## src/shared/scrb_pkg.sv

```systemverilog
package scrb_pkg;

	localparam logic [14:0] SCRB_ADDR_CFG_A = 15'h0000;
	localparam logic [14:0] SCRB_ADDR_CFG_B = 15'h0001;
	localparam logic [14:0] SCRB_ADDR_PWR = 15'h0002;
	localparam logic [14:0] SCRB_ADDR_CLASS = 15'h0003;
	localparam logic [14:0] SCRB_ADDR_CHAN = 15'h0008;

	localparam int unsigned SCRB_A_SOFT_MIR_BIT = 7;
	localparam int unsigned SCRB_A_LSB_MIR_BIT = 6;
	localparam int unsigned SCRB_A_ASC_MIR_BIT = 5;
	localparam int unsigned SCRB_A_ASC_BIT = 2;
	localparam int unsigned SCRB_A_LSB_BIT = 1;
	localparam int unsigned SCRB_A_SOFT_BIT = 0;
	localparam int unsigned SCRB_B_DP_RST_BIT = 1;

	localparam logic SCRB_LSB_RST = 1'b0;
	localparam logic SCRB_ASC_RST = 1'b0;
	localparam logic [1:0] SCRB_PWR_RST = 2'h0;
	localparam logic [1:0] SCRB_CHAN_RST = 2'h3;

	localparam logic [1:0] SCRB_PWR_NORMAL = 2'h0;
	localparam logic [1:0] SCRB_PWR_STANDBY = 2'h2;
	localparam logic [1:0] SCRB_PWR_DOWN = 2'h3;

	// arbitrary value, not a real part code
	localparam logic [7:0] SCRB_CLASS_CODE = 8'h5a;

	localparam logic [3:0] SCRB_INST_LAST = 4'hf;
	localparam logic [3:0] SCRB_BYTE_LAST = 4'h7;

	typedef enum logic [1:0] {SCRB_INST, SCRB_DATA, SCRB_HOLD} scrb_state_t;

	function automatic logic [15:0] scrb_shift(input logic [15:0] cur, input logic din, input logic lsb,
		input logic wide);
		if (!lsb)
			scrb_shift = {cur[14:0], din};
		else if (wide)
			scrb_shift = {din, cur[15:1]};
		else
			scrb_shift = {8'h00, din, cur[7:1]};
	endfunction

	function automatic logic [14:0] scrb_step(input logic [14:0] addr, input logic asc);
		scrb_step = asc ? 15'(addr + 15'h0001) : 15'(addr - 15'h0001);
	endfunction

endpackage

```

## src/shared/scrb_bus_if.sv

```systemverilog
`timescale 1ns/10ps
`default_nettype none
interface scrb_bus_if;
	logic wr;
	logic [14:0] addr;
	logic [7:0] wdata;
	logic [7:0] rdata;
	logic lsb_first;
	logic addr_asc;
	logic soft_rst;
	modport eng(output wr, addr, wdata, input rdata, lsb_first, addr_asc, soft_rst);
	modport bank(input wr, addr, wdata, output rdata, lsb_first, addr_asc, soft_rst);
endinterface
`default_nettype wire

```

## src/logic/scrb_regs.sv

```systemverilog
`timescale 1ns/10ps
`default_nettype none
module scrb_regs
	import scrb_pkg::*;
(
	input wire logic core_clk,
	input wire logic nrst,
	input wire logic ce,
	scrb_bus_if.bank bus,
	output logic [1:0] pwr_a,
	output logic [1:0] pwr_b,
	output logic dp_rst
);
	logic lsb_r, asc_r, soft_r, dp_rst_r;
	logic [1:0] pwr_a_r, pwr_b_r, chan_r;
	logic wr_a, wr_b, wr_p, wr_c;

	assign wr_a = bus.wr && bus.addr == SCRB_ADDR_CFG_A;
	assign wr_b = bus.wr && bus.addr == SCRB_ADDR_CFG_B;
	assign wr_p = bus.wr && bus.addr == SCRB_ADDR_PWR;
	assign wr_c = bus.wr && bus.addr == SCRB_ADDR_CHAN;
	assign bus.lsb_first = lsb_r;
	assign bus.addr_asc = asc_r;
	assign bus.soft_rst = soft_r;
	assign pwr_a = pwr_a_r;
	assign pwr_b = pwr_b_r;
	assign dp_rst = dp_rst_r;

	// one-cycle pulse; never stored, so both positions read back zero
	always_ff @(posedge core_clk) begin
		if (!nrst)
			soft_r <= 1'b0;
		else if (ce)
			soft_r <= wr_a && (bus.wdata[SCRB_A_SOFT_MIR_BIT] || bus.wdata[SCRB_A_SOFT_BIT]);
	end

	always_ff @(posedge core_clk) begin
		if (!nrst)
			dp_rst_r <= 1'b0;
		else if (ce)
			dp_rst_r <= wr_b && bus.wdata[SCRB_B_DP_RST_BIT];
	end

	// a conflicting write of primary and mirror resolves to set
	always_ff @(posedge core_clk) begin
		if (!nrst) begin
			lsb_r <= SCRB_LSB_RST;
			asc_r <= SCRB_ASC_RST;
		end else if (ce) begin
			if (soft_r) begin
				lsb_r <= SCRB_LSB_RST;
				asc_r <= SCRB_ASC_RST;
			end else if (wr_a) begin
				lsb_r <= bus.wdata[SCRB_A_LSB_MIR_BIT] | bus.wdata[SCRB_A_LSB_BIT];
				asc_r <= bus.wdata[SCRB_A_ASC_MIR_BIT] | bus.wdata[SCRB_A_ASC_BIT];
			end
		end
	end

	always_ff @(posedge core_clk) begin
		if (!nrst) begin
			pwr_a_r <= SCRB_PWR_RST;
			pwr_b_r <= SCRB_PWR_RST;
			chan_r <= SCRB_CHAN_RST;
		end else if (ce) begin
			if (soft_r) begin
				pwr_a_r <= SCRB_PWR_RST;
				pwr_b_r <= SCRB_PWR_RST;
				chan_r <= SCRB_CHAN_RST;
			end else begin
				if (wr_p && chan_r[0])
					pwr_a_r <= bus.wdata[1:0];
				if (wr_p && chan_r[1])
					pwr_b_r <= bus.wdata[1:0];
				if (wr_c)
					chan_r <= bus.wdata[1:0];
			end
		end
	end

	always_comb begin
		bus.rdata = 8'h00;
		case (bus.addr)
			SCRB_ADDR_CFG_A: bus.rdata = {1'b0, lsb_r, asc_r, 2'b00, asc_r, lsb_r, 1'b0};
			SCRB_ADDR_PWR: bus.rdata = {6'h00, (chan_r[0] || !chan_r[1]) ? pwr_a_r : pwr_b_r};
			SCRB_ADDR_CLASS: bus.rdata = SCRB_CLASS_CODE;
			SCRB_ADDR_CHAN: bus.rdata = {6'h00, chan_r};
			default: bus.rdata = 8'h00;
		endcase
	end

	a_soft_trigger: assert property (@(posedge core_clk) disable iff (!nrst || !ce)
		(wr_a && (bus.wdata[SCRB_A_SOFT_MIR_BIT] || bus.wdata[SCRB_A_SOFT_BIT])) |=> soft_r ##1 !soft_r)
		else $error("soft reset did not pulse for one cycle");
	a_soft_defaults: assert property (@(posedge core_clk) disable iff (!nrst || !ce)
		soft_r |=> (lsb_r == SCRB_LSB_RST && asc_r == SCRB_ASC_RST && chan_r == SCRB_CHAN_RST
		&& pwr_a_r == SCRB_PWR_RST && pwr_b_r == SCRB_PWR_RST))
		else $error("defaults not reloaded after soft reset");
	a_dp_pulse: assert property (@(posedge core_clk) disable iff (!nrst || !ce)
		(wr_b && bus.wdata[SCRB_B_DP_RST_BIT]) |=> dp_rst_r ##1 !dp_rst_r)
		else $error("datapath reset did not self clear");
	a_mirror_read: assert property (@(posedge core_clk) disable iff (!nrst)
		(bus.addr == SCRB_ADDR_CFG_A) |-> (bus.rdata[6] == bus.rdata[1] && bus.rdata[5] == bus.rdata[2]
		&& !bus.rdata[7] && !bus.rdata[0]))
		else $error("mirror bits disagree on read");
	a_mirror_write: assert property (@(posedge core_clk) disable iff (!nrst || !ce)
		(wr_a && !soft_r) |=> lsb_r == ($past(bus.wdata[6]) | $past(bus.wdata[1])))
		else $error("bit order not stored from either position");
	a_chan_write: assert property (@(posedge core_clk) disable iff (!nrst || !ce)
		(wr_p && chan_r == 2'h2 && !soft_r) |=> (pwr_a_r == $past(pwr_a_r) && pwr_b_r == $past(bus.wdata[1:0])))
		else $error("channel select not honoured on write");
	a_read_both: assert property (@(posedge core_clk) disable iff (!nrst)
		(bus.addr == SCRB_ADDR_PWR && chan_r == 2'h3) |-> bus.rdata[1:0] == pwr_a_r)
		else $error("both channels selected did not return channel a");
endmodule
`default_nettype wire

```

## src/logic/scrb_top.sv

```systemverilog
`timescale 1ns/10ps
`default_nettype none
module scrb_top
	import scrb_pkg::*;
(
	input wire logic core_clk,
	input wire logic nrst,
	input wire logic ce,
	input wire logic sclk,
	input wire logic csb_n,
	input wire logic sdio_i,
	output logic sdio_o,
	output logic sdio_oe,
	output logic dp_rst,
	output logic [1:0] dp_clk_en,
	output logic [1:0] dp_hold_rst,
	output logic [1:0] link_en
);
	scrb_bus_if bus();

	logic sclk_s1, sclk_s2, sclk_s3, csb_s1, csb_s2, din_s1, din_s2;
	logic rise, fall;
	scrb_state_t state_r;
	logic [3:0] cnt_r;
	logic [15:0] shift_r, shift_nxt;
	logic rw_r, wr_r, step_r, load_r;
	logic [14:0] addr_r;
	logic [7:0] wdata_r, tx_r;
	logic sdio_o_r, sdio_oe_r, dp_rst_r, dp_pulse;
	logic [1:0] pwr_v [2];
	logic [1:0] clk_en_r, hold_r, link_r;

	scrb_regs u_regs (
		.core_clk(core_clk),
		.nrst(nrst),
		.ce(ce),
		.bus(bus.bank),
		.pwr_a(pwr_v[0]),
		.pwr_b(pwr_v[1]),
		.dp_rst(dp_pulse)
	);

	assign bus.wr = wr_r;
	assign bus.addr = addr_r;
	assign bus.wdata = wdata_r;
	assign sdio_o = sdio_o_r;
	assign sdio_oe = sdio_oe_r;
	assign dp_rst = dp_rst_r;
	assign dp_clk_en = clk_en_r;
	assign dp_hold_rst = hold_r;
	assign link_en = link_r;

	// pins are asynchronous to core_clk; edges judged only on settled copies
	always_ff @(posedge core_clk) begin
		if (!nrst) begin
			sclk_s1 <= 1'b0;
			sclk_s2 <= 1'b0;
			sclk_s3 <= 1'b0;
			csb_s1 <= 1'b1;
			csb_s2 <= 1'b1;
			din_s1 <= 1'b0;
			din_s2 <= 1'b0;
		end else if (ce) begin
			sclk_s1 <= sclk;
			sclk_s2 <= sclk_s1;
			sclk_s3 <= sclk_s2;
			csb_s1 <= csb_n;
			csb_s2 <= csb_s1;
			din_s1 <= sdio_i;
			din_s2 <= din_s1;
		end
	end

	assign rise = sclk_s2 && !sclk_s3 && !csb_s2;
	assign fall = !sclk_s2 && sclk_s3 && !csb_s2;
	assign shift_nxt = scrb_shift(shift_r, din_s2, bus.lsb_first, state_r == SCRB_INST);

	// instruction: r/w flag then 15-bit address; ends up in bit 15 in both orders
	always_ff @(posedge core_clk) begin
		if (!nrst) begin
			state_r <= SCRB_INST;
			cnt_r <= 4'h0;
			shift_r <= 16'h0000;
			rw_r <= 1'b0;
			wr_r <= 1'b0;
			wdata_r <= 8'h00;
			step_r <= 1'b0;
		end else if (ce) begin
			wr_r <= 1'b0;
			step_r <= 1'b0;
			if (bus.soft_rst) begin
				// rest of a frame carrying the reset is ignored
				state_r <= SCRB_HOLD;
				cnt_r <= 4'h0;
			end else if (csb_s2) begin
				state_r <= SCRB_INST;
				cnt_r <= 4'h0;
			end else begin
				unique case (state_r)
					SCRB_INST: begin
						if (rise) begin
							shift_r <= shift_nxt;
							cnt_r <= 4'(cnt_r + 4'h1);
							if (cnt_r == SCRB_INST_LAST) begin
								state_r <= SCRB_DATA;
								cnt_r <= 4'h0;
								rw_r <= shift_nxt[15];
							end
						end
					end
					SCRB_DATA: begin
						if (rise) begin
							shift_r <= shift_nxt;
							cnt_r <= 4'(cnt_r + 4'h1);
							if (cnt_r == SCRB_BYTE_LAST) begin
								cnt_r <= 4'h0;
								wr_r <= !rw_r;
								wdata_r <= shift_nxt[7:0];
								step_r <= 1'b1;
							end
						end
					end
					SCRB_HOLD: begin
					end
				endcase
			end
		end
	end

	// address moves one cycle after the byte so a write sees its own address
	always_ff @(posedge core_clk) begin
		if (!nrst) begin
			addr_r <= 15'h0000;
			load_r <= 1'b0;
		end else if (ce) begin
			load_r <= 1'b0;
			if (state_r == SCRB_INST && rise && cnt_r == SCRB_INST_LAST && !csb_s2 && !bus.soft_rst) begin
				addr_r <= shift_nxt[14:0];
				load_r <= shift_nxt[15];
			end else if (step_r) begin
				addr_r <= scrb_step(addr_r, bus.addr_asc);
				load_r <= rw_r;
			end
		end
	end

	// read data leaves on falling sclk so it is stable at the next rising edge
	always_ff @(posedge core_clk) begin
		if (!nrst) begin
			tx_r <= 8'h00;
			sdio_o_r <= 1'b0;
			sdio_oe_r <= 1'b0;
		end else if (ce) begin
			sdio_oe_r <= state_r == SCRB_DATA && rw_r && !csb_s2;
			if (load_r) begin
				tx_r <= bus.rdata;
			end else if (fall && state_r == SCRB_DATA && rw_r) begin
				sdio_o_r <= bus.lsb_first ? tx_r[0] : tx_r[7];
				tx_r <= bus.lsb_first ? {1'b0, tx_r[7:1]} : {tx_r[6:0], 1'b0};
			end
		end
	end

	// chip soft reset also restarts the datapath
	always_ff @(posedge core_clk) begin
		if (!nrst)
			dp_rst_r <= 1'b1;
		else if (ce)
			dp_rst_r <= dp_pulse || bus.soft_rst;
	end

	// undefined code 01 behaves as normal: only bit 1 gates clocks
	always_ff @(posedge core_clk) begin
		if (!nrst) begin
			clk_en_r <= 2'b11;
			hold_r <= 2'b00;
			link_r <= 2'b11;
		end else if (ce) begin
			for (int i = 0; i < 2; i++) begin
				clk_en_r[i] <= !pwr_v[i][1];
				hold_r[i] <= pwr_v[i] == SCRB_PWR_DOWN;
				link_r[i] <= pwr_v[i] != SCRB_PWR_DOWN;
			end
		end
	end

	a_addr_up: assert property (@(posedge core_clk) disable iff (!nrst || !ce)
		(step_r && bus.addr_asc) |=> addr_r == 15'($past(addr_r) + 15'h0001))
		else $error("address did not increment");
	a_addr_down: assert property (@(posedge core_clk) disable iff (!nrst || !ce)
		(step_r && !bus.addr_asc) |=> addr_r == 15'($past(addr_r) - 15'h0001))
		else $error("address did not decrement");
	a_tx_order: assert property (@(posedge core_clk) disable iff (!nrst || !ce)
		(fall && !load_r && state_r == SCRB_DATA && rw_r && bus.lsb_first) |=> sdio_o_r == $past(tx_r[0]))
		else $error("lsb first read shifted wrong bit");
	a_soft_abort: assert property (@(posedge core_clk) disable iff (!nrst || !ce)
		bus.soft_rst |=> (state_r == SCRB_HOLD && !wr_r && dp_rst_r) ##1 !dp_rst_r)
		else $error("soft reset did not stop the frame");
	a_pwr_down: assert property (@(posedge core_clk) disable iff (!nrst || !ce)
		(pwr_v[0] == SCRB_PWR_DOWN) |=> (!clk_en_r[0] && hold_r[0] && !link_r[0]))
		else $error("power down outputs wrong");
	a_pwr_standby: assert property (@(posedge core_clk) disable iff (!nrst || !ce)
		(pwr_v[1] == SCRB_PWR_STANDBY) |=> (!clk_en_r[1] && !hold_r[1] && link_r[1]))
		else $error("standby outputs wrong");
endmodule
`default_nettype wire

```

## config.mk

```make
export PLATFORM = sky130hd
export DESIGN_NAME = scrb_top
export DESIGN_NICKNAME = d
export VERILOG_FILES = /design/src/shared/scrb_pkg.sv /design/src/shared/scrb_bus_if.sv /design/src/logic/scrb_regs.sv /design/src/logic/scrb_top.sv
export SDC_FILE = /design/constraint.sdc
export NUM_CORES = 1
export LEC_CHECK = 0
export BUFFER_PORTS_ARGS = -buffer_cell sky130_fd_sc_hd__buf_4
export CAP_MARGIN = 10
export CORE_MARGIN = 2
export CORE_UTILIZATION = 35
export DETAILED_ROUTE_END_ITERATION = 7
export GPL_TIMING_DRIVEN = 0
export REMOVE_ABC_BUFFERS = 1
export SLEW_MARGIN = 5
export SYNTH_ARGS = -nofsm -noshare
export SYNTH_HDL_FRONTEND = slang
export SYNTH_SLANG_ARGS = --single-unit
```

## constraint.sdc

```tcl
create_clock -name core_clk -period 4.9 [get_ports core_clk]
set_input_delay 0.98 -clock core_clk [delete_from_list [all_inputs] [get_ports core_clk]]
set_output_delay 0.98 -clock core_clk [all_outputs]
set_load 0.01 [all_outputs]
```

==> run summary, run 1 <==
Fmax -> 349 MHz
Fin nets -> 523
RSZ-0062 raised after global routing -> no
Tot GR Track Use -> 0.161
Seq/Total Area, Yosys -> 0.379
Root Buffer -> clkbuf_16
Min-delay src -> u_regs.dp_rst$_SDFFE_PN0P_
Syn-to-layout area delta -> 12.4%
CTS Hold Bufs -> 0
Mapped Cells -> 526
Required time worst endpoint -> 5150 ps
Post-Synthesis Cell Area -> 0.00428 mm²
Reg2Reg Depth -> 5
Measured slew at the worst slew-check pin -> 1130 ps
Asr flop ratio synth -> 0
Worst hold slack -> 460 ps
Final Setup Violations -> 0
Nature of the critical path endpoint -> flop
Hold depth -> 2
Residual DRC -> 0
Clock latency on the worst-skew pair -> 340 ps
# clock sinks -> 81
Clock-pin slew on the worst setup and hold paths -> 60 ps
Fill count -> 1208
Crit start category -> flop
Drt first pass iters -> 5
H-Tree Level Count -> 3
Post-CTS setup buffers -> 0
Full die area -> 0.0131 mm²
Number of register bits inferred by synthesis -> 81
Reg2reg start -> state_r[1]$_SDFFE_PN0P_
Max-cap viol count -> 0
Fin crit share -> 0.585
Placer Congestion -> 0.834
Largest net degree at the start of global routing -> 42
Number of synthesized flops with an enable pin -> 0
Placed cells -> 648
Final antenna diode count -> 0
Headroom to the max-slew limit -> 0.244
Setup WS pre-CTS -> 1930 ps
CP arrival -> 3110 ps
Post-route setup TNS -> 0 ps
Share of the synthesized area in the top cell type -> 0.379
Total number of vias -> 3644
TritonCTS clock tree -> built
Leakage power -> 0.00164 µW
Total core area -> 0.0120 mm²
Worst Hold Class -> flop to flop
Tmin final -> 2870 ps
Clock Path Buffers -> 2
Detailed Place HPWL -> 6720 µm
# rows -> 40
Final WS setup -> 2030 ps
Drt wl/cell -> 15.1 µm
Vias in the first global route -> 3370
Syn Area/Cell -> 8.13 µm²
Port-buffer cells -> 14
Status -> finished clean
Layout cells sized above 1 -> 0.116
Total CTS buffers -> 9
VDD IR max -> 0.172 mV
Chip height -> 115 µm
Max-slew violation count -> 0
Critical path class -> flop to flop
Worst Skew -> 8.01 ps
Initial antenna violation count -> 0
Count leader, synth -> nor2_1
Fin cells -> 664
Vias per Instance -> 5.49
Top-Level Pins -> 15
Final WL -> 10000 µm
Antenna-violating nets left -> 0
Die X -> 115 µm
Top FF cell, synth -> dfxtp_1
Final hold violation count -> 0
Cell Pwr Density -> 321 mW/mm²
Grt ovf -> 0
Top cells by count, synth -> nor2_1, dfxtp_1, nand2_1, clkbuf_1, o21ai_0
Max Fanout on Critical Path -> 25
Worst Setup SP -> state_r[1]$_SDFFE_PN0P_
Top cells by area, synth -> dfxtp_1, nor2_1, mux2i_1
Initial DRC count -> 219
Post-synth top area cell -> dfxtp_1
Initial Utilization -> 0.357
Yosys Warn Count -> 0
Unique masters post-synth -> 60
Resize count post-CTS -> 0
First-pass GRT wire length -> 16800 µm
Total Power -> 1540 µW
-- kinds of logic after synthesis --
family,synth area share
and+or+nand+nor,0.262
buffers and inverters,0.0468
AOI/OAI and AO/OA,0.202
DFF,0.379
muxes,0.0916
adders and majority gates,0.0146
xor gates and xnor gates,0.00410
-- layout by cell type (no fill, tap or decap), drive strengths merged, types with 10 or more instances in the layout --
cell type / count
nor2: 83
dfxtp: 81
nand2: 49
o21ai: 32
mux2i: 29
a21oi: 28
a211oi: 24
buf: 16
a31oi: 14
nand3: 14
nand4: 11
nor2b: 10
or3: 10
-- through the flow --
stage,utilization,area [µm²]
3_5_place_dp,0.371,4440
6_report,0.402,4810
3_3_place_gp,0.367,4390
2_1_floorplan,-,4100
4_1_cts,0.402,4810
5_1_grt,0.402,4810
-- power by group --
group	internal [µW]	switching [µW]	total, µW	leakage [µW]
clock network	550	280	831	0.000180
registers	664	5.47	669	0.000655
logic	13.6	26.9	40.5	0.000804
total	1230	313	1540	0.00164
-- worst max-delay path, stage by stage, from the launching register on --
cell and delay [ps]:
dfxtp_1 360, nor2_1 640, nand4_1 1020, nor2_1 400, a31oi_1 80, a211oi_1 280
-- state kept, by name, summed over array words and instances (netlist names), 2 cells and up --
register       flops
addr_r            15
bus.wdata          6
cnt_r              4
dp_clk_en          2
dp_hold_rst        2
link_en            2
shift_r           16
state_r            2
tx_r               8
u_regs.chan_r      2
u_regs.pwr_a       2
u_regs.pwr_b       2
-- worst paths after layout --
path,to,slack [ps]
setup reg to reg,load_r$_SDFFE_PN0P_,2030
hold reg to reg,u_regs.dp_rst$_SDFFE_PN0P_,460
hold / removal,u_regs.dp_rst$_SDFFE_PN0P_,460
setup / recovery,load_r$_SDFFE_PN0P_,2030
-- cell type report --
cell class / instances / area, µm² / share of cell area
flip-flops and latches: 81 / 1620 / 0.338
multi-input cells: 398 / 2460 / 0.511
clock inverters: 7 / 143 / 0.0297
clock buffers: 9 / 225 / 0.0469
well taps: 147 / 184 / 0.0383
inverters: 6 / 22.5 / 0.00469
repair buffers: 16 / 153 / 0.0318
-- metal layers --
| metal | track usage | wire [µm] |
|---|---|---|
| met1 | 0.205 | 4800 |
| met4 | 0.0512 | 125 |
| met2 | 0.267 | 4800 |
| met3 | 0.0386 | 320 |
| met5 | 0 | 0 |
Note: power is estimated with default switching activity, not from simulation.
==> run 2: changes to the inputs <==
--- a/config.mk
+++ b/config.mk
@@ -5,6 +5,7 @@
 export SDC_FILE = /design/constraint.sdc
 export NUM_CORES = 1
 export LEC_CHECK = 0
+export ABC_AREA = 1
 export BUFFER_PORTS_ARGS = -buffer_cell sky130_fd_sc_hd__buf_4
 export CAP_MARGIN = 10
 export CORE_MARGIN = 2
==> constraint.sdc (replaced) <==
create_clock -name core_clk -period 2.7 [get_ports core_clk]
set_input_delay 0.54 -clock core_clk [delete_from_list [all_inputs] [get_ports core_clk]]
set_output_delay 0.54 -clock core_clk [all_outputs]
set_load 0.01 [all_outputs]
==> run 2 against run 1 <==
Via count grew 15%. Critical path type unchanged. Clock power grew 35%. Synthesized cell count grew 27%. Synthesized area grew 3.9%. Register-to-register slack lost 1500 ps. Sequential power grew 82%. Clock-buffer cell count grew 1. Critical path depth grew 1. Flip-flop and latch count is the same. Critical endpoint is now addr_r[5]$_SDFFE_PN0P_.
==> run summary, run 2 <==
Status -> finished clean
Worst Skew -> 3.26 ps
Met3 WL -> 403 µm
Setup WS pre-CTS -> 29.8 ps
Worst Hold End -> csb_s1$_SDFFE_PN1P_
Top FF cell, synth -> dfxtp_1
Clock Path Buffers -> 2
Largest Register -> shift_r
Leading cell type in the layout, fill and taps excluded -> nand2_1
Seq/Total Area, Yosys -> 0.365
Mapped Cells -> 667
H-Tree Level Count -> 3
Grt ovf -> 0
Die X -> 117 µm
Share of the synthesized area in the top cell type -> 0.365
Fmax -> 466 MHz
Max-slew violation count -> 0
Syn Area/Cell -> 6.66 µm²
Largest net degree at the start of global routing -> 40
Top-Level Pins -> 15
Clock latency on the worst-skew pair -> 340 ps
Yosys Warn Count -> 0
Final WL -> 10700 µm
Clock-pin slew on the worst setup and hold paths -> 60 ps
Final Setup Violations -> 0
Max FFs per register -> 16
Total number of vias -> 4186
DR WL met2 -> 4810 µm
Required time worst endpoint -> 2930 ps
Leakage power -> 0.00198 µW
TritonCTS clock tree -> built
Reg2reg start -> u_regs.bus.lsb_first$_SDFFE_PN0P_
Tmin final -> 2150 ps
CTS Hold Bufs -> 0
Min-delay src -> csb_n
Worst Hold Class -> primary input to flop
Top flop regs -> shift_r (16), addr_r (15), tx_r (8)
Post-route setup TNS -> 0 ps
Fin crit share -> 0.795
Max Fanout on Critical Path -> 37
CP most frequent cell -> a21oi_1
Asr flop ratio synth -> 0
Count leader, synth -> nand2_1
Number of synthesized flops with an enable pin -> 0
Max-cap viol count -> 0
Vias per Instance -> 5.00
Reg2Reg Depth -> 6
Hold depth -> 3
Total Power -> 2440 µW
Initial DRC count -> 248
Worst stage delay on the critical path -> 730 ps
Post-CTS setup buffers -> 0
Resize count post-CTS -> 0
Number of register bits inferred by synthesis -> 81
Unique masters post-synth -> 37
CP arrival -> 2380 ps
Placer Congestion -> 0.841
Full die area -> 0.0136 mm²
R2r setup slk -> 550 ps
# clock sinks -> 81
Total core area -> 0.0125 mm²
Final antenna diode count -> 0
Initial antenna violation count -> 0
Top cells by area, synth -> dfxtp_1, nand2_1, a21oi_1
Headroom to the max-slew limit -> 0.489
Most frequent cells in the layout -> nand2_1, nor2_1, dfxtp_1
Port-buffer cells -> 14
Post-Synthesis Cell Area -> 0.00444 mm²
Tot GR Track Use -> 0.168
Worst path cell trace -> inv_1 -> or2_2 -> o21ai_0 -> a21oi_1 -> nand2_1 -> a21oi_1
Drt first pass iters -> 4
Critical path class -> flop to flop
Post-synth top area cell -> dfxtp_1
Vias in the first global route -> 3881
Measured slew at the worst slew-check pin -> 766 ps
DRT met1 WL -> 5220 µm
Antenna-violating nets left -> 0
RSZ-0062 raised after global routing -> no
Crit start category -> flop
Fill count -> 1349
Nature of the critical path endpoint -> flop
Root Buffer -> clkbuf_16
Slowest cell on the critical path -> dfxtp_2
Cell Pwr Density -> 500 mW/mm²
VDD IR max -> 0.293 mV
Final hold violation count -> 0
# rows -> 41
Chip height -> 117 µm
CP top delay family -> flip-flops
Total CTS buffers -> 9
Layout cells sized above 1 -> 0.0917
First-pass GRT wire length -> 18300 µm
Fin nets -> 671
Worst r2r dst -> addr_r[5]$_SDFFE_PN0P_
Residual DRC -> 0
Core Util, Final -> 0.390
Top Metal Used -> met4
Top cells by count, synth -> nand2_1, nor2_1, dfxtp_1, a21oi_1, o21ai_0
Syn-to-layout area delta -> 9.81%
Final WS setup -> 554 ps
Drt wl/cell -> 12.7 µm
Worst path bufs/invs -> 1
Detailed Place HPWL -> 7610 µm
Initial Utilization -> 0.355
run 2: through the flow:
step / hold WS, ps / instances / instance area [µm²]
3_3_place_gp: 437 / 820 / 4580
3_5_place_dp: 444 / 821 / 4600
4_1_cts: 400 / 837 / 4870
6_report: 406 / 837 / 4880
5_1_grt: 423 / 837 / 4880
2_1_floorplan: 429 / 634 / 4260
run 2: worst max path at each step:
stage / startpoint / end / slack (ps) / depth (start not counted)
finish: u_regs.bus.lsb_first$_SDFFE_PN0P_ / addr_r[5]$_SDFFE_PN0P_ / 550 / 6
floorplan: u_regs.bus.lsb_first$_SDFFE_PN0P_ / addr_r[5]$_SDFFE_PN0P_ / 690 / 6
global placement: u_regs.bus.lsb_first$_SDFFE_PN0P_ / addr_r[5]$_SDFFE_PN0P_ / -10 / 6
detailed placement: u_regs.bus.lsb_first$_SDFFE_PN0P_ / addr_r[5]$_SDFFE_PN0P_ / 30 / 6
CTS: u_regs.bus.lsb_first$_SDFFE_PN0P_ / addr_r[5]$_SDFFE_PN0P_ / 10 / 6
global route: u_regs.bus.lsb_first$_SDFFE_PN0P_ / addr_r[5]$_SDFFE_PN0P_ / 390 / 6
run 2: cells by family after synthesis:
family                     synth area share
and+or+nand+nor                       0.314
DFF                                   0.365
AOI/OAI and AO/OA                     0.209
buffers and inverters                0.0890
xor gates and xnor gates            0.00789
adders and majority gates            0.0141
run 2: layout make-up:
type | instances | area (µm²) | share of cell area
multi-input cells | 497 | 2420 | 0.497
repair buffers | 15 | 133 | 0.0272
flip-flops and latches | 81 | 1620 | 0.333
clock inverters | 6 | 42.5 | 0.00872
inverters | 56 | 210 | 0.0431
clock buffers | 10 | 229 | 0.0470
well taps | 172 | 215 | 0.0441
run 2: routing by layer:
metal | vias to the layer above | global-route usage
met3 | 18 | 0.0343
met1 | 1927 | 0.219
li1 | 2180 | -
met2 | 61 | 0.275
met5 | - | 0
met4 | 0 | 0.0635
run 2: where the power goes:
| group | internal, µW | switching [µW] |
|---|---|---|
| clock network | 624 | 498 |
| registers | 1210 | 10.2 |
| logic | 32.2 | 62.8 |
run 2: worst min-delay path, delay by kind of cell:
kind / cells / cell delay [ps]
buf+inv: 1 / 70
simple gates: 2 / 100
==> run 3: changes to the inputs <==
==> constraint.sdc (replaced) <==
create_clock -name core_clk -period 1.95 [get_ports core_clk]
set_input_delay 0.39 -clock core_clk [delete_from_list [all_inputs] [get_ports core_clk]]
set_output_delay 0.39 -clock core_clk [all_outputs]
set_load 0.01 [all_outputs]
==> run 3 against run 2 <==
Utilization is 0.95 points higher. Worst setup slack worse by 410 ps. Routed wire length is 3.5% higher. Combinational power is 48% higher. Highest routed layer unchanged. Register-to-register slack worse by 410 ps. Clock skew is 1.8 ps higher. Clock-buffer cell count stayed put. Critical endpoint is now shift_r[4]$_SDFFE_PN0P_. Cell count is 1.3% higher. Sequential power is 39% higher. Non-clock buffer count is 9 higher.
==> run summary, run 3 (same netlist as run 2, synthesis figures left out) <==
Final antenna diode count -> 0
Required time worst endpoint -> 2210 ps
Detailed Place HPWL -> 7610 µm
Final WL -> 11000 µm
Initial DRC count -> 264
Final hold violation count -> 0
Worst Hold Class -> primary input to flop
Full die area -> 0.0136 mm²
Measured slew at the worst slew-check pin -> 762 ps
Top flop regs -> shift_r (16), addr_r (15), tx_r (8)
Fmax -> 554 MHz
Port-buffer cells -> 14
TritonCTS clock tree -> built
Reg2reg start -> u_regs.bus.soft_rst$_SDFFE_PN0P_
Fill count -> 1350
# clock sinks -> 81
Min-delay src -> csb_n
H-Tree Level Count -> 3
Worst r2r dst -> shift_r[4]$_SDFFE_PN0P_
Critical path class -> flop to flop
Fin nets -> 682
Leading cell type in the layout, fill and taps excluded -> nand2_1
Crit start category -> flop
First-pass GRT wire length -> 18600 µm
Fin cells -> 848
Largest net degree at the start of global routing -> 40
Initial Utilization -> 0.355
Cell Pwr Density -> 677 mW/mm²
Clock-pin slew on the worst setup and hold paths -> 60 ps
Headroom to the max-slew limit -> 0.491
Fin crit share -> 0.926
Layout cells sized above 1 -> 0.121
Max-slew violation count -> 0
Vias in the first global route -> 3901
Drt wl/cell -> 13.0 µm
Grt ovf -> 0
Chip height -> 117 µm
Placer Congestion -> 0.841
Footprint of the multi-input gates -> 0.00245 mm²
Residual DRC -> 0
Total CTS buffers -> 9
Max Fanout on Critical Path -> 13
Total core area -> 0.0125 mm²
Nature of the critical path endpoint -> flop
Worst Skew -> 5.06 ps
VDD IR max -> 0.400 mV
Initial antenna violation count -> 0
Reg2Reg Depth -> 7
R2r setup slk -> 140 ps
Tot GR Track Use -> 0.171
Placed cells -> 821
Clock Path Buffers -> 2
Total number of vias -> 4255
# rows -> 41
Final Setup Violations -> 0
Worst setup endpoint -> shift_r[4]$_SDFFE_PN0P_
CP arrival -> 2070 ps
Max FFs per register -> 16
Syn-to-layout area delta -> 12.5%
Most frequent cells in the layout -> nand2_1, nor2_1, dfxtp_1
Root Buffer -> clkbuf_16
Clock latency on the worst-skew pair -> 340 ps
Max-cap viol count -> 0
Seq. cell area -> 0.00163 mm²
Worst Setup SP -> u_regs.bus.soft_rst$_SDFFE_PN0P_
Status -> finished clean
Die X -> 117 µm
Tmin final -> 1810 ps
Largest Register -> shift_r
Drt first pass iters -> 4
Post-route setup TNS -> 0 ps
Leakage power -> 0.00202 µW
Vias per Instance -> 5.02
Top-Level Pins -> 15
Antenna-violating nets left -> 0
-- run 3: changes by cell type in the layout (fill, tap and decap cells not counted), moves of 3 or more --
| cell | change |
|---|---|
| buf_4 | +9 |
| a21oi_1 | -3 |
| inv_1 | -3 |
| nor2_2 | +3 |
| a21oi_2 | +3 |
-- run 3: where the power goes --
part           switching, µW  total, µW  internal (µW)  leakage, µW
Clock                    685       1550            864     0.000129
Sequential              14.5       1690           1680     0.000657
Combinational           90.9        141           50.5      0.00123
Total                    790       3380           2590      0.00202
-- run 3: cell type report --
type                       instances  share of cell area
clock buffer                      10              0.0458
multi-input combinational        498               0.491
clock inverter                     6             0.00852
timing repair buffer              24              0.0401
sequential                        81               0.326
inverter                          56              0.0451
timing repair inverter             1             0.00100
tap                              172              0.0431
-- run 3: worst min path at each step --
| stage | to | slack, ps | cells past startpoint |
|---|---|---|---|
| 6_report | csb_s1$_SDFFE_PN1P_ | 260 | 3 |
| 5_1_grt | csb_s1$_SDFFE_PN1P_ | 270 | 3 |
| 4_1_cts | csb_s1$_SDFFE_PN1P_ | 250 | 3 |
| 3_5_place_dp | csb_s1$_SDFFE_PN1P_ | 440 | 2 |
| 3_3_place_gp | csb_s1$_SDFFE_PN1P_ | 440 | 2 |
| 2_1_floorplan | csb_s1$_SDFFE_PN1P_ | 430 | 2 |
-- run 3: worst max-delay path, stage by stage, from the launching register on --
cell and delay [ps]:
dfxtp_1 430, nor2_4 200, inv_2 70, nor2_4 130
nand2_2 140, nor2_2 520, nor2_1 100, a211oi_2 140
-- run 3: repair_timing --
action,CTS,global route
cloned,1,1
endpoints found under the setup margin,29,30
gates resized for setup,2,14
setup buffers,0,9
hold buffers,0,0
pin swaps,1,2
-- run 3: stage by stage --
step | setup WS, ps | hold WS, ps | total power (µW) | util | area [µm²]
2_1_floorplan | -58.0 | 429 | 1790 | - | 4260
5_1_grt | -14.8 | 273 | 3520 | 0.399 | 4990
4_1_cts | 13.8 | 250 | 3410 | 0.390 | 4880
3_3_place_gp | -762 | 437 | 1850 | 0.366 | 4580
6_report | 144 | 258 | 3380 | 0.399 | 4990
3_5_place_dp | -720 | 444 | 1860 | 0.368 | 4600
-- run 3: per-layer routing --
metal / wire length, µm / share of wire / vias to the layer above / track usage
li1: - / - / 2210 / -
met1: 5300 / 0.48 / 1961 / 0.222
met2: 5100 / 0.46 / 66 / 0.282
met3: 437 / 0.040 / 18 / 0.0343
met4: 200 / 0.018 / 0 / 0.0635
met5: 0 / 0 / - / 0
